**src/common/cosc_params.svh**
```systemverilog
// Register offsets, field positions, reset values, masks and special codes for the startup option block
`ifndef COSC_PARAMS_SVH
`define COSC_PARAMS_SVH
`define COSC_OFF_PRIMARY     12'h000
`define COSC_OFF_SECONDARY   12'h004
`define COSC_OFF_CONTROL     12'h008
`define COSC_OFF_STATUS      12'h00C
`define COSC_PRIMARY_RESET   32'h0000_3FEC
`define COSC_SECONDARY_RESET 32'h0000_0000
`define COSC_PRIMARY_MASK    32'h1BFF_FFFF
`define COSC_SECONDARY_MASK  32'h0002_030F
`define COSC_BIT_CRC_BYPASS  28
`define COSC_BIT_SLEEP_SEL   27
`define COSC_BIT_DONE_PIPE   25
`define COSC_BIT_DRIVE_DONE  24
`define COSC_BIT_SINGLE      23
`define COSC_OSC_HI          22
`define COSC_OSC_LO          17
`define COSC_SRC_HI          16
`define COSC_SRC_LO          15
`define COSC_DONE_LO         12
`define COSC_MATCH_LO        9
`define COSC_LOCK_LO         6
`define COSC_GTS_LO          3
`define COSC_GWE_LO          0
`define COSC_BIT_KEEP_REL    17
`define COSC_BIT_RB_NOPIN    9
`define COSC_BIT_RB_EN       8
`define COSC_FLASH_RD_LO     2
`define COSC_FLASH_PG_LO     0
`define COSC_CRC_SPECIAL     16'hDEFC
`define COSC_CODE_KEEP       3'h7
`define COSC_CODE_TRACK      3'h6
`endif

```
**src/common/cosc_pkg.sv**
```systemverilog
// Types shared by the startup option block
package cosc_pkg;
	typedef enum logic [1:0] {
		COSC_SRC_CONFIG,
		COSC_SRC_USER,
		COSC_SRC_TEST
	} cosc_src_t;
endpackage

```
**src/common/cosc_seq_if.sv**
```systemverilog
// Option fields and status passed from the register bank to the sequencer, phase and release outputs passed back
`timescale 1ns/1ps
interface cosc_seq_if;
	logic [2:0] done_code;
	logic [2:0] match_code;
	logic [2:0] lock_code;
	logic [2:0] gts_code;
	logic [2:0] gwe_code;
	logic       done_pipe;
	logic       step_en;
	logic       finished_input;
	logic       match_ok;
	logic       lock_ok;
	logic [2:0] phase_gray;
	logic       done_release;
	logic       io_tristate;
	logic       write_enable;
	logic       end_of_startup;
	modport bank (output done_code, match_code, lock_code, gts_code, gwe_code, done_pipe, step_en,
		finished_input, match_ok, lock_ok, input phase_gray, done_release, io_tristate, write_enable,
		end_of_startup);
	modport seq (input done_code, match_code, lock_code, gts_code, gwe_code, done_pipe, step_en,
		finished_input, match_ok, lock_ok, output phase_gray, done_release, io_tristate, write_enable,
		end_of_startup);
endinterface

```
**src/rtl/cosc_sequencer.sv**
```systemverilog
// Startup phase sequencer: eight Gray-coded phases, stalls and release points
`timescale 1ns/1ps
`include "cosc_params.svh"
module cosc_sequencer (
	// Clock and reset
	input  wire logic mclk,
	input  wire logic reset,
	// Options and status
	cosc_seq_if.seq   sq
);
	import cosc_pkg::*;

	logic [2:0] phase_q;
	logic       fin_pipe_q;
	logic       fin_seen;
	logic       stall;
	logic       done_rel;

	function automatic logic [2:0] to_gray(input logic [2:0] b);
		return b ^ (b >> 1);
	endfunction

	// A phase field code n releases on reaching phase n+1
	function automatic logic reached(input logic [2:0] code, input logic [2:0] ph);
		return (code < `COSC_CODE_TRACK) && (ph >= code + 3'd1);
	endfunction

	always_ff @(posedge mclk) begin
		if (reset) begin
			fin_pipe_q <= 1'b0;
		end else if (sq.step_en) begin
			fin_pipe_q <= sq.finished_input;
		end
	end

	assign fin_seen = sq.done_pipe ? fin_pipe_q : sq.finished_input; // RULE3

	// Done code 110 still names phase 7; only the other release fields read it as track
	assign done_rel = (sq.done_code != `COSC_CODE_KEEP) && (phase_q >= sq.done_code + 3'd1); // RULE9

	// RULE10 RULE11 RULE19 RULE23
	assign stall = ((sq.match_code != `COSC_CODE_KEEP) && (phase_q == sq.match_code) && !sq.match_ok) ||
		((sq.lock_code != `COSC_CODE_KEEP) && (phase_q == sq.lock_code) && !sq.lock_ok);

	always_ff @(posedge mclk) begin
		if (reset) begin
			phase_q <= 3'h0;
		end else if (sq.step_en && !stall && phase_q != 3'h7) begin
			// Past the done release the sequencer waits for the pin to read back high
			if (!(done_rel && !fin_seen)) begin
				phase_q <= phase_q + 3'd1;
			end
		end
	end

	assign sq.phase_gray   = to_gray(phase_q); // RULE18
	assign sq.done_release = done_rel; // RULE9
	// RULE12 RULE22 RULE21
	assign sq.io_tristate  = (sq.gts_code == `COSC_CODE_TRACK) ? !fin_seen : !reached(sq.gts_code, phase_q);
	// RULE13 RULE20
	assign sq.write_enable = (sq.gwe_code == `COSC_CODE_TRACK) ? fin_seen : reached(sq.gwe_code, phase_q);
	assign sq.end_of_startup = (phase_q == 3'h7);

	a_gray_phase: assert property (@(posedge mclk) disable iff (reset) // RULE18
		$countones(sq.phase_gray ^ $past(sq.phase_gray)) <= 1)
		else $error("phase code moved by more than one bit");
	a_match_stall: assert property (@(posedge mclk) disable iff (reset) // RULE23
		(sq.match_code != 3'h7 && phase_q == sq.match_code && !sq.match_ok) |=> phase_q == $past(phase_q))
		else $error("sequencer left match stall early");
	a_lock_stall: assert property (@(posedge mclk) disable iff (reset) // RULE11
		(sq.lock_code != 3'h7 && phase_q == sq.lock_code && !sq.lock_ok) |=> phase_q == $past(phase_q))
		else $error("sequencer left lock stall early");
	a_gwe_keep: assert property (@(posedge mclk) disable iff (reset) // RULE13
		sq.gwe_code == 3'h7 |-> !sq.write_enable)
		else $error("write enable released under keep");
	a_gts_keep: assert property (@(posedge mclk) disable iff (reset) // RULE22
		sq.gts_code == 3'h7 |-> sq.io_tristate)
		else $error("three-state released under keep");
	a_done_keep: assert property (@(posedge mclk) disable iff (reset) // RULE9
		sq.done_code == 3'h7 |-> !sq.done_release)
		else $error("finished pin released under keep");
	a_gts_track: assert property (@(posedge mclk) disable iff (reset) // RULE12
		(sq.gts_code == 3'h6 && !sq.done_pipe) |-> sq.io_tristate == !sq.finished_input)
		else $error("three-state does not track finished pin");
endmodule

```
**src/rtl/cosc_startup_options.sv**
```systemverilog
// APB register bank for the two startup option words and the startup sequencer around them
//
// Notes on behaviour
// [RULE1] Bypass bit skips CRC on special value
// [RULE2] Sleep select turns finished pin to status
// [RULE3] Pipeline bit adds stage on finished input
// [RULE4] Drive bit clear gives open-drain finished pin
// [RULE5] Non-single mode captures on every capture pulse
// [RULE6] Single mode needs capture-reset command between readbacks
// [RULE7] Six-bit field selects configuration clock rate
// [RULE8] Source field picks config, user or test clock
// [RULE9] Done field codes phases 1-7, 111 keeps
// [RULE10] Match field stalls phase 0-6, 111 none
// [RULE11] Lock field stalls phase 0-6, 111 none
// [RULE12] Three-state field phases 1-6, 110 tracks pin
// [RULE13] Write-enable field phases, tracks pin, or keeps
// [RULE14] Keep-release bit drops keep on unsync command
// [RULE15] Readback check enable, pin report unless disabled
// [RULE16] Flash first read takes one to four clocks
// [RULE17] Flash page length 1, 4, 8; 11 reserved
// [RULE18] Phases reported in Gray order
// [RULE19] Lock condition is AND of all locks
// [RULE20] Writes blocked until write enable asserted
// [RULE21] I/Os high impedance while three-state active
// [RULE22] Three-state code 111 keeps three-state asserted
// [RULE23] Stall holds phase until condition true
`timescale 1ns/1ps
`include "cosc_params.svh"
module cosc_startup_options #(
	parameter int NUM_CLOCK_MANAGERS = 4,
	parameter int NUM_IO_BANKS       = 4
) (
	// Clock and reset
	input  wire logic                          mclk,
	input  wire logic                          reset,
	// APB slave
	input  wire logic                          psel,
	input  wire logic                          penable,
	input  wire logic                          pwrite,
	input  wire logic [11:0]                   paddr,
	input  wire logic [31:0]                   pwdata,
	output logic                               pready,
	output logic [31:0]                        prdata,
	output logic                               pslverr,
	// Startup clock ticks, one-cycle enables
	input  wire logic                          config_clock_tick,
	input  wire logic                          fabric_user_clock_tick,
	input  wire logic                          test_port_clock_tick,
	// Calibration and lock inputs
	input  wire logic [NUM_IO_BANKS-1:0]       impedance_calibration_match,
	input  wire logic [NUM_CLOCK_MANAGERS-1:0] clock_manager_lock,
	// Finished pin, three signals
	input  wire logic                          finished_pin_in,
	output logic                               finished_pin_out,
	output logic                               finished_pin_oe,
	// Global controls
	output logic                               global_io_tristate,
	output logic                               global_write_enable,
	output logic [2:0]                         startup_phase,
	// Configuration stream CRC
	input  wire logic                          crc_check_valid,
	input  wire logic [15:0]                   crc_check_value,
	output logic                               crc_check_skip,
	// Readback capture
	input  wire logic                          capture_input,
	input  wire logic                          global_capture_command,
	input  wire logic                          readback_capture_reset_command,
	output logic                               capture_strobe,
	// Readback check and keep
	input  wire logic                          readback_check_error,
	output logic                               readback_check_run,
	output logic                               init_pin_error,
	input  wire logic                          unsync_command,
	output logic                               config_port_keep,
	// Clock and flash option outputs
	output logic [5:0]                         osc_frequency_select,
	output logic [2:0]                         flash_first_read_clocks,
	output logic [3:0]                         flash_page_length,
	output logic                               flash_page_reserved
);
	import cosc_pkg::*;

	cosc_seq_if sq ();

	logic [31:0] primary_q;
	logic [31:0] secondary_q;
	logic        keep_q;
	logic        capture_armed_q;
	logic        capture_q;
	logic        cap_in_q;
	logic        crc_skip_q;
	logic        init_err_q;
	logic [31:0] prdata_d;
	logic        slverr_d;
	logic        access;
	cosc_src_t   src;

	function automatic logic [31:0] status_word(input logic [2:0] ph, input logic eos, input logic we,
		input logic ts, input logic rel, input logic keep);
		return {24'h0000_00, keep, rel, ph, eos, we, !ts};
	endfunction

	assign access  = psel && penable;
	assign pready  = 1'b1;

	// Writes take effect at the access edge; only writable bits are stored
	always_ff @(posedge mclk) begin
		if (reset) begin
			primary_q <= `COSC_PRIMARY_RESET;
		end else if (access && pwrite && paddr == `COSC_OFF_PRIMARY) begin
			primary_q <= pwdata & `COSC_PRIMARY_MASK;
		end
	end

	always_ff @(posedge mclk) begin
		if (reset) begin
			secondary_q <= `COSC_SECONDARY_RESET;
		end else if (access && pwrite && paddr == `COSC_OFF_SECONDARY) begin
			secondary_q <= pwdata & `COSC_SECONDARY_MASK;
		end
	end

	always_comb begin
		prdata_d = 32'h0000_0000;
		slverr_d = 1'b0;
		if (paddr == `COSC_OFF_PRIMARY) begin
			prdata_d = primary_q;
		end else if (paddr == `COSC_OFF_SECONDARY) begin
			prdata_d = secondary_q;
		end else if (paddr == `COSC_OFF_CONTROL) begin
			prdata_d = {31'h0000_0000, capture_armed_q};
		end else if (paddr == `COSC_OFF_STATUS) begin
			prdata_d = status_word(sq.phase_gray, sq.end_of_startup, sq.write_enable,
				sq.io_tristate, sq.done_release, keep_q);
		end else begin
			slverr_d = 1'b1;
		end
	end

	assign prdata  = prdata_d;
	assign pslverr = access && slverr_d;

	// RULE8
	always_comb begin
		if (primary_q[`COSC_SRC_HI]) begin
			src = COSC_SRC_TEST;
		end else if (primary_q[`COSC_SRC_LO]) begin
			src = COSC_SRC_USER;
		end else begin
			src = COSC_SRC_CONFIG;
		end
	end

	always_comb begin
		case (src)
			COSC_SRC_USER:   sq.step_en = fabric_user_clock_tick;
			COSC_SRC_TEST:   sq.step_en = test_port_clock_tick;
			default:         sq.step_en = config_clock_tick;
		endcase
	end

	assign sq.done_code      = primary_q[`COSC_DONE_LO +: 3];
	assign sq.match_code     = primary_q[`COSC_MATCH_LO +: 3];
	assign sq.lock_code      = primary_q[`COSC_LOCK_LO +: 3];
	assign sq.gts_code       = primary_q[`COSC_GTS_LO +: 3];
	assign sq.gwe_code       = primary_q[`COSC_GWE_LO +: 3];
	assign sq.done_pipe      = primary_q[`COSC_BIT_DONE_PIPE];
	assign sq.finished_input = finished_pin_in;
	assign sq.match_ok       = &impedance_calibration_match; // RULE10
	assign sq.lock_ok        = &clock_manager_lock; // RULE19

	cosc_sequencer u_seq (
		.mclk  (mclk),
		.reset (reset),
		.sq    (sq)
	);

	// Sleep select hands the pin to the status signal; drive bit picks push-pull or open drain
	always_comb begin
		if (primary_q[`COSC_BIT_SLEEP_SEL]) begin
			finished_pin_out = 1'b1; // RULE2
			finished_pin_oe  = 1'b1;
		end else if (primary_q[`COSC_BIT_DRIVE_DONE]) begin
			finished_pin_out = sq.done_release; // RULE4
			finished_pin_oe  = 1'b1;
		end else begin
			finished_pin_out = 1'b0; // RULE4
			finished_pin_oe  = !sq.done_release;
		end
	end

	assign global_io_tristate  = sq.io_tristate; // RULE21
	assign global_write_enable = sq.write_enable; // RULE20
	assign startup_phase       = sq.phase_gray;

	// RULE1
	always_ff @(posedge mclk) begin
		if (reset) begin
			crc_skip_q <= 1'b0;
		end else if (crc_check_valid) begin
			crc_skip_q <= primary_q[`COSC_BIT_CRC_BYPASS] && crc_check_value == `COSC_CRC_SPECIAL;
		end
	end
	assign crc_check_skip = crc_skip_q;

	// A reset command re-arms even if a capture lands in the same cycle, so it is never lost
	always_ff @(posedge mclk) begin
		if (reset) begin
			capture_armed_q <= 1'b1;
		end else if (readback_capture_reset_command) begin
			capture_armed_q <= 1'b1; // RULE6
		end else if (capture_q && primary_q[`COSC_BIT_SINGLE]) begin
			capture_armed_q <= 1'b0;
		end
	end

	always_ff @(posedge mclk) begin
		if (reset) begin
			cap_in_q  <= 1'b0;
			capture_q <= 1'b0;
		end else begin
			cap_in_q  <= capture_input;
			// RULE5
			capture_q <= ((capture_input && !cap_in_q) || global_capture_command) &&
				(!primary_q[`COSC_BIT_SINGLE] || capture_armed_q);
		end
	end
	assign capture_strobe = capture_q;

	// RULE15
	always_ff @(posedge mclk) begin
		if (reset) begin
			init_err_q <= 1'b0;
		end else begin
			init_err_q <= secondary_q[`COSC_BIT_RB_EN] && !secondary_q[`COSC_BIT_RB_NOPIN] && readback_check_error;
		end
	end
	assign readback_check_run = secondary_q[`COSC_BIT_RB_EN];
	assign init_pin_error     = init_err_q;

	// RULE14
	always_ff @(posedge mclk) begin
		if (reset) begin
			keep_q <= 1'b1;
		end else if (unsync_command && secondary_q[`COSC_BIT_KEEP_REL]) begin
			keep_q <= 1'b0;
		end
	end
	assign config_port_keep = keep_q;

	assign osc_frequency_select    = primary_q[`COSC_OSC_HI:`COSC_OSC_LO]; // RULE7
	assign flash_first_read_clocks = {1'b0, secondary_q[`COSC_FLASH_RD_LO +: 2]} + 3'd1; // RULE16
	// RULE17
	always_comb begin
		case (secondary_q[`COSC_FLASH_PG_LO +: 2])
			2'b00:   flash_page_length = 4'd1;
			2'b01:   flash_page_length = 4'd4;
			2'b10:   flash_page_length = 4'd8;
			default: flash_page_length = 4'd1;
		endcase
	end
	assign flash_page_reserved = secondary_q[`COSC_FLASH_PG_LO +: 2] == 2'b11;

	a_crc_bypass: assert property (@(posedge mclk) disable iff (reset) // RULE1
		(crc_check_valid && crc_check_value == 16'hDEFC && primary_q[28]) |=> crc_check_skip)
		else $error("special value did not bypass check");
	a_single_block: assert property (@(posedge mclk) disable iff (reset) // RULE6
		(primary_q[23] && !capture_armed_q && !readback_capture_reset_command) |=> !capture_strobe)
		else $error("single-shot capture repeated without reset command");
	a_keep_release: assert property (@(posedge mclk) disable iff (reset) // RULE14
		(unsync_command && secondary_q[17]) |=> !config_port_keep)
		else $error("keep not released on unsync");
	a_nopin_quiet: assert property (@(posedge mclk) disable iff (reset) // RULE15
		secondary_q[9] |=> !init_pin_error)
		else $error("init pin reported with no-pin set");
endmodule

```
**config.mk**
```make
export PLATFORM = sky130hd
export DESIGN_NAME = cosc_startup_options
export DESIGN_NICKNAME = d
export VERILOG_FILES = /design/src/common/cosc_pkg.sv /design/src/common/cosc_seq_if.sv /design/src/rtl/cosc_sequencer.sv /design/src/rtl/cosc_startup_options.sv
export VERILOG_INCLUDE_DIRS = /design/src /design/src/common
export SDC_FILE = /design/constraint.sdc
export NUM_CORES = 1
export LEC_CHECK = 0
export ABC_AREA = 1
export BUFFER_PORTS_ARGS = -buffer_cell sky130_fd_sc_hd__buf_2
export CAP_MARGIN = 25
export CORE_MARGIN = 8
export CORE_UTILIZATION = 38
export DETAILED_ROUTE_END_ITERATION = 6
export PLACE_DENSITY = 0.79
export SETUP_SLACK_MARGIN = 0.2
export SYNTH_ARGS = -nofsm -noshare
export SYNTH_HDL_FRONTEND = slang
export SYNTH_SLANG_ARGS = --single-unit
export TNS_END_PERCENT = 100
```
**constraint.sdc**
```tcl
create_clock -name mclk -period 4.8 [get_ports mclk]
set_input_delay 0.48 -clock mclk [delete_from_list [all_inputs] [get_ports mclk]]
set_output_delay 0.48 -clock mclk [all_outputs]
set_load 0.02 [all_outputs]
```
---- Word level (Yosys, flattened, before mapping) ----
Index checks and enable logic that the tools add are counted.
cells by class
  add/subtract/negate cells ............... 5
  eq/ne operators ......................... 18
  magnitude comparators ................... 5
  reductions and logical operators ........ 40
  $mul .................................... 0
  shift-type cells ........................ 0
  bitwise operators ....................... 2
  muxes and demuxes ....................... 19
  div/mod/pow operators ................... 0
operators with widths
  cell                  number
  $mux 29               1
  $eq 12x4->1 const B   2
  $logic_and 1x1->1     22
  $mux 18               1
  $eq 16x16->1 const B  1
  $mux 8                2
  $add 3x1->3 const B   4
  $eq 12x3->1 const B   1
  $logic_not 12->1      1
  $mux 1                12
  $ne 3x3->1 const B    4
  $logic_not 1->1       10
  $eq 3x3->1 const B    3
  $ge 3x3->1            3
  $pmux 4 s2            1
  $reduce_and 4->1      2
  $eq 2x2->1 const B    3
  $eq 3x3->1            2
  $lt 3x3->1 const B    2
  $eq 2x1->1 const B    2
  $add 2x1->3 const B   1
  $logic_or 1x1->1      3
  $xor 3x2->3           1
  $mux 2                1
  4 further kinds       4
storage, ports and cells
  output and inout port bits .............. 60
  logic and storage cells ................. 99
  flip-flop bits (word level) ............. 45
  bits in latches ......................... 0
  bits in read-only memories .............. 0
  memories kept ........................... 0
  bits in writable memories ............... 0
  bits of input ports ..................... 83

---- Longest topological paths before layout ----
Gate-level depths: netlist of run 1.
  word-level depth ........................ 10
  mapped depth ............................ 12
  gate-level depth less buffers ........... 12

---- Hierarchy ----
Synthesis of run 1 repeated with hierarchy kept, for this count alone.
second synthesis, totals
  cells, all modules ...................... 469
  area total of the unflattened synthesis .. 2960.3 um^2
modules (own cells, without submodules)
  module                cells each  area each (um^2)  instances  sequential area each (um^2)
  cosc_startup_options  354         2225.9            1          820.8
  cosc_sequencer        115         734.5             1          80.1

---- Worst setup path before layout of run 1 ----
OpenSTA, ideal clock, no wires.
  path type ............................... flip-flop to output port
  start point ............................. register primary_q[12]
  end point ............................... output port finished_pin_out
  slack ................................... 2.545 ns
  data arrival time ....................... 1.775 ns
  path buffers ............................ 0
  stages on the path, launching flop included .. 9
  data required time ...................... 4.320 ns
  cell sequence ........................... dfxtp_1 -> ha_1 -> ha_1 -> inv_1 -> ha_1 -> nand3b_1 -> nand3_1 -> nand2_1 -> o21ai_0
between the ends
  word-level cells in the longest chain between the ends .. 5
  elaborated cells on any way between the ends .. 6
  those cells by class .................... add/sub: 1; order compare: 1; eq/ne: 1; mux: 2; reduce/logical: 1
ends and longest elaborated chain
  what                      line                         RTL
  start: declaration        cosc_startup_options.sv:85   logic [31:0] primary_q;
  start signal: assignment  cosc_startup_options.sv:109  primary_q <= `COSC_PRIMARY_RESET;
  start signal: assignment  cosc_startup_options.sv:111  primary_q <= pwdata & `COSC_PRIMARY_MASK;
  $add 3x1->3               cosc_sequencer.sv:39         assign done_rel = (sq.done_code != `COSC_CODE_KEEP) && (phase_q >= sq.done_code + 3'd1);
  $ge 3x3->1                cosc_sequencer.sv:39
  $logic_and 1x1->1 (*)     cosc_sequencer.sv:39
  $mux 1 (*)                cosc_startup_options.sv:183  end else if (primary_q[`COSC_BIT_DRIVE_DONE]) begin
  $mux 1 (*)                cosc_startup_options.sv:180  if (primary_q[`COSC_BIT_SLEEP_SEL]) begin
  end: declaration          cosc_startup_options.sv:54   output logic finished_pin_out,
Mark *: on every way between the ends. The rest lies on a longest branch, timed or not.

---- Worst setup path in the final report of run 1 ----
  start point ............................. register primary_q[3]
  end point ............................... output port prdata[0]
between the ends
  word-level cells in the longest chain between the ends .. 10
  elaborated cells on any way between the ends .. 12
  those cells by class .................... add/sub: 1; order compare: 2; eq/ne: 1; mux: 5; reduce/logical: 3
ends and longest elaborated chain
  what                 line                         RTL
  $add 3x1->3          cosc_sequencer.sv:25         return (code < `COSC_CODE_TRACK) && (ph >= code + 3'd1);
  $ge 3x3->1           cosc_sequencer.sv:25
  $logic_and 1x1->1    cosc_sequencer.sv:25
  $logic_not 1->1      cosc_sequencer.sv:59         assign sq.io_tristate = (sq.gts_code == `COSC_CODE_TRACK) ? !fin_seen : !reached(sq.gts_code, phase_q);
  $mux 1 (*)           cosc_sequencer.sv:59
  $logic_not 1->1 (*)  cosc_startup_options.sv:100  return {24'h0000_00, keep, rel, ph, eos, we, !ts};
  $mux 8 (*)           cosc_startup_options.sv:132  end else if (paddr == `COSC_OFF_STATUS) begin
  $mux 8 (*)           cosc_startup_options.sv:130  end else if (paddr == `COSC_OFF_CONTROL) begin
  $mux 18 (*)          cosc_startup_options.sv:128  end else if (paddr == `COSC_OFF_SECONDARY) begin
  $mux 29 (*)          cosc_startup_options.sv:126  if (paddr == `COSC_OFF_PRIMARY) begin
  end: declaration     cosc_startup_options.sv:43   output logic [31:0] prdata,
Marks and branches as above.

==> results.py, run 1 <==
metrics = {
    "min_path": {
        "hp-start": "readback_capture_reset_command",
        "hold_path_end": "capture_armed_q$_SDFFE_PP1P_",
        "hp-class": "primary input to flip-flop",
        "whs_path_depth": 3,
    },
    "critical_path": {
        "start_kind": "flip-flop",
        "worstPathMaxFanout": 4,
        "r2r_end": "u_seq.phase_q[2]$_SDFFE_PP0P_",
        "critPathRequiredTime_ns": 4.32,
        "r2r_setup_slack_ns": 2.72,
        "timing.rr.start": "primary_q[12]$_SDFFE_PP1P_",
        "reg2reg_depth": 11,
        "critPathArrivalTime_ns": 2.14,
        "cp-end-kind": "output port",
        "crit_type": "flip-flop to output port",
    },
    "sta": {
        "fmax_ghz": 0.382,
        "worst_pin_slew_ns": 0.541,
        "finalHoldViolCount": 0,
        "min_period_ns": 2.62,
        "grt_setup_unrepaired": "no",
        "post-route-period-util": 0.545,
        "slew_viol_final": 0,
        "slew_headroom": 0.637,
        "setup_tns_ns": 0,
        "finalSetupViolations": 0,
        "fin_ws_ns": 2.18,
        "fin_hold_ws_ns": 0.369,
        "finClkSkew_ns": 0.00322,
    },
    "routing": {
        "drt-vias-per-instance": 4.83,
        "vias": 2972,
        "wire_per_inst_microns": 14.0,
        "dr.pass1.iters": 4,
        "drt_iter0_markers": 163,
        "totalWireLength_microns": 8620,
        "drc": 0,
        "drtAntennaViolNets": 0,
    },
    "synth": {
        "yosys.area.top_type": "dfxtp_1",
        "synth_top_flop_cell": "dfxtp_1",
        "synth_edf_count": 0,
        "yosysUniqueCellTypes": 36,
        "netlist_area_sq_mm": 0.00277,
        "ys_warn_count": 0,
        "synth_area_leaders": "dfxtp_1, nand2_1, ha_1, nor2_1, inv_1",
        "syn_inst": 395,
        "seq_area_frac_synth": 0.326,
        "syn_area_per_cell_sq_um": 7.00,
        "synth-seq-cells": 45,
        "synth_top_area_frac": 0.326,
        "postSynth.asyncResetShare": 0,
    },
    "final_layout": {
        "final_common_cell": "buf_2",
        "fin_area_sq_mm": 0.00350,
        "fin_util": 0.490,
        "area_growth_pct": 26.5,
        "nets": 619,
        "antenna_cells": 0,
        "drive_gt1_frac": 0.293,
        "fin_cells": 615,
        "mostFrequentLayoutCells": "buf_2, nand2_1, nor2_1, inv_1, dfxtp_1",
    },
    "cts": {
        "clk_pin_slew_ns": 0.08,
        "insertion_delay_ns": 0.29,
        "clockBufferDepth": 2,
        "cts_resized": 0,
        "htree_levels": 2,
        "cts_tree": "built",
        "cts_buffers": 5,
        "cts_hold_buffers": 0,
        "post-cts-setup-buffers": 0,
        "clock_sinks": 45,
        "ctsRootBufferMaster": "clkbuf_8",
    },
    "global_routing": {
        "grt_max_degree": 34,
        "grt-ovfl-total": 0,
        "grt_pass1_vias": 3060,
        "grt_pass1_wl_microns": 13600,
        "antenna_found_initial": 0,
        "track_usage": 0.167,
    },
    "power": {
        "p_leak_nw": 1.88,
        "power.total_uw": 751,
        "irDropWorstVdd_uv": 156,
        "power_density_mw_per_mm2": 215,
    },
    "place": {
        "dp_hpwl_microns": 6890,
        "place.gp.congestion": 0.824,
        "place_ws_ns": 2.37,
        "dpl_cell_area_sq_mm": 0.00342,
        "io_buffers": 132,
        "placedCellCount": 607,
    },
    "floorplanning": {
        "die_w_microns": 101,
        "rows": 31,
        "die_area_sq_mm": 0.0103,
        "io_pins": 143,
        "fp.coreArea_sq_mm": 0.00714,
        "start_util": 0.388,
        "die_y_microns": 101,
    },
    "flow_run": {
        "drv_cap": 0,
    },
    "run_status": {
        "status": "complete, no violations",
    },
}
layer usage:
metal / share of wire / wire length [microns] / GRT usage / up-vias
met5: 0 / 0 / 0 / -
met4: 0.016 / 134 / 0.0504 / 0
met3: 0.092 / 792 / 0.0550 / 10
met2: 0.49 / 4210 / 0.301 / 125
met1: 0.40 / 3480 / 0.179 / 1336
li1: - / - / - / 1501
area by class of cell:
cell class / count / area, sq um
clock inverters: 2 / 10.0
multi-input cells: 274 / 1490
fillers: 749 / 3640
flip-flops and latches: 45 / 901
repair buffers: 134 / 691
clock buffers: 6 / 72.6
well taps: 99 / 124
inverters: 55 / 206
power breakdown:
part | switching (mW) | internal [mW]
combinational | 0.0782 | 0.0555
sequential | 0.00924 | 0.378
clock | 0.129 | 0.101
state kept, by name, summed over array words and instances (netlist names):
signal,count
init_pin_error,1
u_seq.phase_q,3
crc_check_skip,1
config_port_keep,1
capture_armed_q,1
primary_q,28
u_seq.fin_pipe_q,1
cap_in_q,1
secondary_q,7
capture_strobe,1
worst max-delay path: stages, from the launching register on:
cell and delay [ns]:
dfxtp_1 0.34, inv_1 0.09, ha_1 0.32, ha_1 0.28
nand2_1 0.04, o21ai_0 0.16, nand2_1 0.06, o21ai_0 0.15
nand2_1 0.10, o2111ai_1 0.09, buf_2 0.20
cell usage after synthesis (all sizes together) (3+ instances only):
master and number:
a21oi 26, buf 21, clkbuf 4, dfxtp 45
ha 21, inv 55, nand2 73, nand3 21
nand3b 3, nor2 57, nor3 6, o211ai 9
o21ai 32, o22ai 5, xnor2 3
worst max path at each step:
stage,end,slack [ns],start,cells after the start
6_report,prdata[0],2.18,primary_q[3]$_SDFFE_PP1P_,10
5_1_grt,prdata[0],2.01,primary_q[3]$_SDFFE_PP1P_,10
4_1_cts,prdata[0],2.15,primary_q[3]$_SDFFE_PP1P_,10
3_5_place_dp,primary_q[15]$_SDFFE_PP0P_,2.37,paddr[9],9
3_3_place_gp,primary_q[14]$_SDFFE_PP0P_,2.42,paddr[11],9
2_1_floorplan,finished_pin_out,2.54,primary_q[12]$_SDFFE_PP1P_,8
logic make-up after synthesis:
kind of cell               synth area share
other                               0.00271
AOI/OAI and AO/OA                     0.156
and+or+nand+nor                       0.265
buffers and inverters                 0.140
xor gates and xnor gates             0.0158
DFF                                   0.326
adders and majority gates            0.0950
Note: power is estimated with default switching activity, not from simulation.
==> run 2, diff against run 1 <==
--- a/config.mk
+++ b/config.mk
@@ -12,7 +12,7 @@
 export CORE_MARGIN = 8
 export CORE_UTILIZATION = 38
 export DETAILED_ROUTE_END_ITERATION = 6
-export PLACE_DENSITY = 0.79
+export PLACE_DENSITY = 0.82
 export SETUP_SLACK_MARGIN = 0.2
 export SYNTH_ARGS = -nofsm -noshare
 export SYNTH_HDL_FRONTEND = slang
==> constraint.sdc (replaced) <==
create_clock -name mclk -period 2.1 [get_ports mclk]
set_input_delay 0.21 -clock mclk [delete_from_list [all_inputs] [get_ports mclk]]
set_output_delay 0.21 -clock mclk [all_outputs]
set_load 0.02 [all_outputs]
==> run 2 against run 1 <==
Effect of this change: the flow now finishes with violations (negative setup slack); final cell count is 1.5% higher; largest cell class unchanged; highest routed layer unchanged; sequential cell count stayed put; critical endpoint unchanged; clock power grew to 2.6 times the previous value.
==> results.py, run 2 (same netlist as run 1, synthesis figures left out) <==
metrics = {
    "sta": {
        "fmax_ghz": 0.458,
        "worst_pin_slew_ns": 0.574,
        "slew_viol_final": 0,
        "grt_setup_unrepaired": "yes",
        "fin_ws_ns": -0.0837,
        "setup_tns_ns": -0.119,
        "post-route-period-util": 1.04,
        "slew_headroom": 0.616,
        "min_period_ns": 2.18,
        "finalSetupViolations": 5,
        "finalHoldViolCount": 0,
        "finClkSkew_ns": 0.0117,
        "fin_hold_ws_ns": 0.0911,
    },
    "min_path": {
        "hp-start": "readback_capture_reset_command",
        "hp-class": "primary input to flip-flop",
    },
    "cts": {
        "clk_pin_slew_ns": 0.09,
        "insertion_delay_ns": 0.30,
        "clock_sinks": 45,
        "cts_tree": "built",
        "cts_buffers": 5,
        "ctsRootBufferMaster": "clkbuf_8",
        "htree_levels": 2,
        "clockBufferDepth": 2,
    },
    "critical_path": {
        "critPathArrivalTime_ns": 1.97,
        "critPathRequiredTime_ns": 1.89,
        "start_kind": "flip-flop",
        "timing.rr.start": "primary_q[13]$_SDFFE_PP1P_",
        "startpoint": "primary_q[4]$_SDFFE_PP0P_",
        "cp-end-kind": "output port",
        "crit_type": "flip-flop to output port",
        "worstPathMaxFanout": 3,
    },
    "final_layout": {
        "largest_register_ffs": 28,
        "fin_area_sq_mm": 0.00387,
        "largestRegisters": "primary_q: 28 flops, secondary_q: 7 flops, u_seq.phase_q: 3 flops",
        "nets": 628,
        "antenna_cells": 0,
        "regArea_sq_um": 916,
        "final_common_cell": "buf_2",
        "area_growth_pct": 39.9,
        "mostFrequentLayoutCells": "buf_2, nand2_1, nor2_1, inv_1, dfxtp_1",
        "drive_gt1_frac": 0.387,
        "fillCellCount": 724,
        "fin_util": 0.542,
        "multi_input_area_sq_mm": 0.00171,
        "regMostFlops": "primary_q",
    },
    "floorplanning": {
        "die_area_sq_mm": 0.0103,
        "rows": 31,
        "fp.coreArea_sq_mm": 0.00714,
        "die_w_microns": 101,
        "io_pins": 143,
        "die_y_microns": 101,
        "start_util": 0.388,
    },
    "routing": {
        "drc": 0,
        "drt-vias-per-instance": 4.85,
        "drtAntennaViolNets": 0,
        "vias": 3029,
        "drt_iter0_markers": 108,
        "dr.pass1.iters": 4,
        "totalWireLength_microns": 9090,
        "wire_per_inst_microns": 14.6,
    },
    "place": {
        "io_buffers": 132,
        "place_ws_ns": 0.0484,
        "dpl_cell_area_sq_mm": 0.00343,
        "place.gp.congestion": 0.819,
        "dp_hpwl_microns": 6950,
    },
    "global_routing": {
        "top_usage_layer": "met2",
        "grt-ovfl-total": 0,
        "grt_pass1_vias": 3092,
        "use_met2": 0.311,
        "grt_util_met1": 0.183,
        "antenna_found_initial": 0,
        "grt_pass1_wl_microns": 14200,
        "use_met3": 0.0639,
        "track_usage": 0.173,
        "grt_max_degree": 34,
    },
    "run_status": {
        "failed_checks": "negative setup slack",
        "status": "finished with violations",
    },
    "power": {
        "power_density_mw_per_mm2": 485,
        "irDropWorstVdd_uv": 272,
        "p_leak_nw": 1.97,
    },
    "flow_run": {
        "drv_cap": 0,
    },
}
==> run 2: final timing paths <==
| check | to | slack (ns) | cells past startpoint |
|---|---|---|---|
| setup / recovery | prdata[0] | -0.08 | 10 |
| hold / removal | capture_armed_q$_SDFFE_PP1P_ | 0.09 | 3 |
| setup reg to reg | u_seq.phase_q[2]$_SDFFE_PP0P_ | 0.06 | 14 |
| hold reg to reg | init_pin_error$_SDFF_PP0_ | 0.43 | 1 |
==> run 2: final cells by class <==
| class | count | area share |
|---|---|---|
| Inverter | 55 | 0.0540 |
| Tap cell | 99 | 0.0320 |
| Multi-Input combinational cell | 274 | 0.442 |
| Sequential cell | 45 | 0.237 |
| Clock buffer | 7 | 0.0249 |
| Clock inverter | 1 | 0.00129 |
| Timing Repair Buffer | 143 | 0.210 |
==> run 2: routing by layer <==
layer / share of wire / vias to the layer above
met5: 0 / -
met4: 0.012 / 0
met3: 0.10 / 11
met2: 0.50 / 109
met1: 0.39 / 1391
li1: - / 1518
==> run 2: power by group <==
group / switching (mW) / total [mW] / internal (mW)
Clock: 0.304 / 0.602 / 0.298
Sequential: 0.0205 / 0.883 / 0.862
Combinational: 0.215 / 0.391 / 0.176
Total: 0.539 / 1.88 / 1.34
==> run 2: timing repair <==
item                                    in CTS  in global routing
endpoints found under the setup margin      10                 11
endpoints found under the hold margin        0                  0
hold buffers                                 0                  0
pin swaps                                   15                 13
resized for setup                           51                 20
buffers inserted                             5                  2
==> run 2: stage by stage <==
| step | power (mW) | std cells |
|---|---|---|
| floorplan | 1.08 | 399 |
| global placement | 1.20 | 609 |
| detailed placement | 1.21 | 609 |
| CTS | 1.86 | 622 |
| global route | 1.97 | 624 |
| finish | 1.88 | 624 |
==> run 2: worst max-delay path, cell delays in order, from the launching register on <==
cell       delay, ns
dfxtp_4         0.37
ha_4            0.17
xnor2_4         0.13
ha_4            0.29
nand2_2         0.05
o21ai_1         0.11
nand2_1         0.09
o21ai_2         0.10
nand2_1         0.10
o2111ai_2       0.10
buf_6           0.15
==> run 3, diff against run 2 <==
--- a/config.mk
+++ b/config.mk
@@ -12,7 +12,7 @@
 export CORE_MARGIN = 8
 export CORE_UTILIZATION = 38
 export DETAILED_ROUTE_END_ITERATION = 6
-export PLACE_DENSITY = 0.82
+export PLACE_DENSITY = 0.79
 export SETUP_SLACK_MARGIN = 0.2
 export SYNTH_ARGS = -nofsm -noshare
 export SYNTH_HDL_FRONTEND = slang
==> constraint.sdc (replaced) <==
create_clock -name mclk -period 2.5 [get_ports mclk]
set_input_delay 0.25 -clock mclk [delete_from_list [all_inputs] [get_ports mclk]]
set_output_delay 0.25 -clock mclk [all_outputs]
set_load 0.02 [all_outputs]
==> run 3 against run 2 <==
Effect of this change: the run now ends clean; register-to-register slack improved by 0.42 ns; sequential power fell by 16%; cell area fell by 6.0%; critical path depth did not move; die area did not move; clock skew fell by 0.0082 ns; first-iteration DRC count rose by 56%; clock power fell by 24%; final cell count fell by 0.80%; wire length fell by 3.2%; largest power group unchanged.
==> results.py, run 3 (same netlist as run 1, synthesis figures left out) <==
metrics = {
    "global_routing": {
        "grt_pass1_wl_microns": 13500,
        "track_usage": 0.165,
        "antenna_found_initial": 0,
        "grt_max_degree": 34,
        "grt_pass1_vias": 3020,
        "grt-ovfl-total": 0,
    },
    "power": {
        "p_comb_frac": 0.194,
        "irDropWorstVdd_uv": 239,
        "p_int_mw": 1.07,
        "p_sw_frac": 0.282,
        "power_density_mw_per_mm2": 409,
        "power_frac_clock": 0.309,
        "p_switching_uw": 420,
        "p_leak_nw": 1.91,
        "p_seq_frac": 0.498,
    },
    "critical_path": {
        "r2r_setup_slack_ns": 0.48,
        "critPathArrivalTime_ns": 1.99,
        "timing.rr.start": "primary_q[12]$_SDFFE_PP1P_",
        "startpoint": "primary_q[3]$_SDFFE_PP1P_",
        "cp-end-kind": "output port",
        "critPathRequiredTime_ns": 2.25,
        "worstPathMaxFanout": 4,
        "start_kind": "flip-flop",
        "crit_type": "flip-flop to output port",
    },
    "sta": {
        "finalSetupViolations": 0,
        "slew_headroom": 0.615,
        "setup_tns_ns": 0,
        "fmax_ghz": 0.447,
        "finalHoldViolCount": 0,
        "min_period_ns": 2.24,
        "grt_setup_unrepaired": "yes",
        "slew_viol_final": 0,
        "post-route-period-util": 0.894,
        "worst_pin_slew_ns": 0.573,
        "finClkSkew_ns": 0.00350,
    },
    "floorplanning": {
        "die_y_microns": 101,
        "die_area_sq_mm": 0.0103,
        "die_w_microns": 101,
        "start_util": 0.388,
        "rows": 31,
        "fp.coreArea_sq_mm": 0.00714,
        "io_pins": 143,
    },
    "final_layout": {
        "regMostFlops": "primary_q",
        "antenna_cells": 0,
        "multi_input_area_sq_mm": 0.00158,
        "nets": 624,
        "fillCellCount": 718,
        "largestRegisters": "primary_q: 28 flops, secondary_q: 7 flops, u_seq.phase_q: 3 flops",
        "fin_area_sq_mm": 0.00364,
        "area_growth_pct": 31.5,
        "largest_register_ffs": 28,
        "mostFrequentLayoutCells": "buf_2, nand2_1, nor2_1, inv_1, dfxtp_1",
        "regArea_sq_um": 910,
        "final_common_cell": "buf_2",
        "drive_gt1_frac": 0.337,
    },
    "cts": {
        "insertion_delay_ns": 0.29,
        "clk_pin_slew_ns": 0.09,
        "cts_buffers": 5,
        "cts_tree": "built",
        "ctsRootBufferMaster": "clkbuf_8",
        "htree_levels": 2,
        "clock_sinks": 45,
        "clockBufferDepth": 2,
    },
    "routing": {
        "drtAntennaViolNets": 0,
        "drc": 0,
        "totalWireLength_microns": 8790,
        "wire_per_inst_microns": 14.2,
        "vias": 3013,
        "drt_iter0_markers": 168,
        "dr.pass1.iters": 6,
        "drt-vias-per-instance": 4.87,
    },
    "run_status": {
        "status": "complete, no violations",
    },
    "flow_run": {
        "drv_cap": 0,
    },
    "place": {
        "place.gp.congestion": 0.851,
        "dp_hpwl_microns": 6910,
        "dpl_cell_area_sq_mm": 0.00341,
        "io_buffers": 132,
    },
    "min_path": {
        "hp-start": "readback_capture_reset_command",
        "hp-class": "primary input to flip-flop",
    },
}
run 3: cell type report:
cell class / instances / share of cell area
inverters: 55 / 0.0567
multi-input cells: 274 / 0.434
clock buffers: 7 / 0.0237
repair buffers: 139 / 0.202
well taps: 99 / 0.0340
flip-flops and latches: 45 / 0.250
run 3: worst paths after layout:
kind | end | depth (start not counted)
worst max-delay path | prdata[0] | 10
worst min register to register | init_pin_error$_SDFF_PP0_ | 1
worst min-delay path | capture_armed_q$_SDFFE_PP1P_ | 3
worst max register to register | u_seq.phase_q[0]$_SDFFE_PP0P_ | 13
run 3: worst max-delay path, cell delays in order, from the launching register on:
cell	delay [ns]
dfxtp_2	0.37
inv_2	0.07
ha_1	0.30
ha_1	0.27
nand2_1	0.05
o21ai_1	0.11
nand2_1	0.07
o21ai_2	0.08
nand2_1	0.10
o2111ai_2	0.11
buf_6	0.15
run 3: repair_timing:
action                     CTS  global route
setup buffers                1             3
gates resized for setup      6            28
pin swaps                    1             7
setup endpoints to repair    4             8
hold buffers                 0             0
run 3: metal layers:
layer	global-route usage	part of all wire
met5	0	0
met2	0.290	0.49
met4	0.0584	0.025
met1	0.182	0.41
met3	0.0522	0.082
run 3: power by group through the flow:
stage / clock network, mW / registers, mW / logic (mW)
CTS: 0.460 / 0.739 / 0.270
finish: 0.459 / 0.740 / 0.288
detailed placement: 0 / 0.756 / 0.260
global route: 0.499 / 0.742 / 0.318
global placement: 0 / 0.756 / 0.250
floorplan: 0 / 0.756 / 0.148
run 3: stage by stage:
step / hold slack, ns / setup WS [ns] / instances / utilization / total power, mW
global route: 0.146 / 0.184 / 619 / 0.510 / 1.56
finish: 0.142 / 0.265 / 619 / 0.510 / 1.49
global placement: 0.421 / 0.478 / 608 / 0.478 / 1.01
CTS: 0.136 / 0.202 / 616 / 0.492 / 1.47
floorplan: 0.319 / 0.475 / 399 / - / 0.904
detailed placement: 0.437 / 0.417 / 608 / 0.478 / 1.02
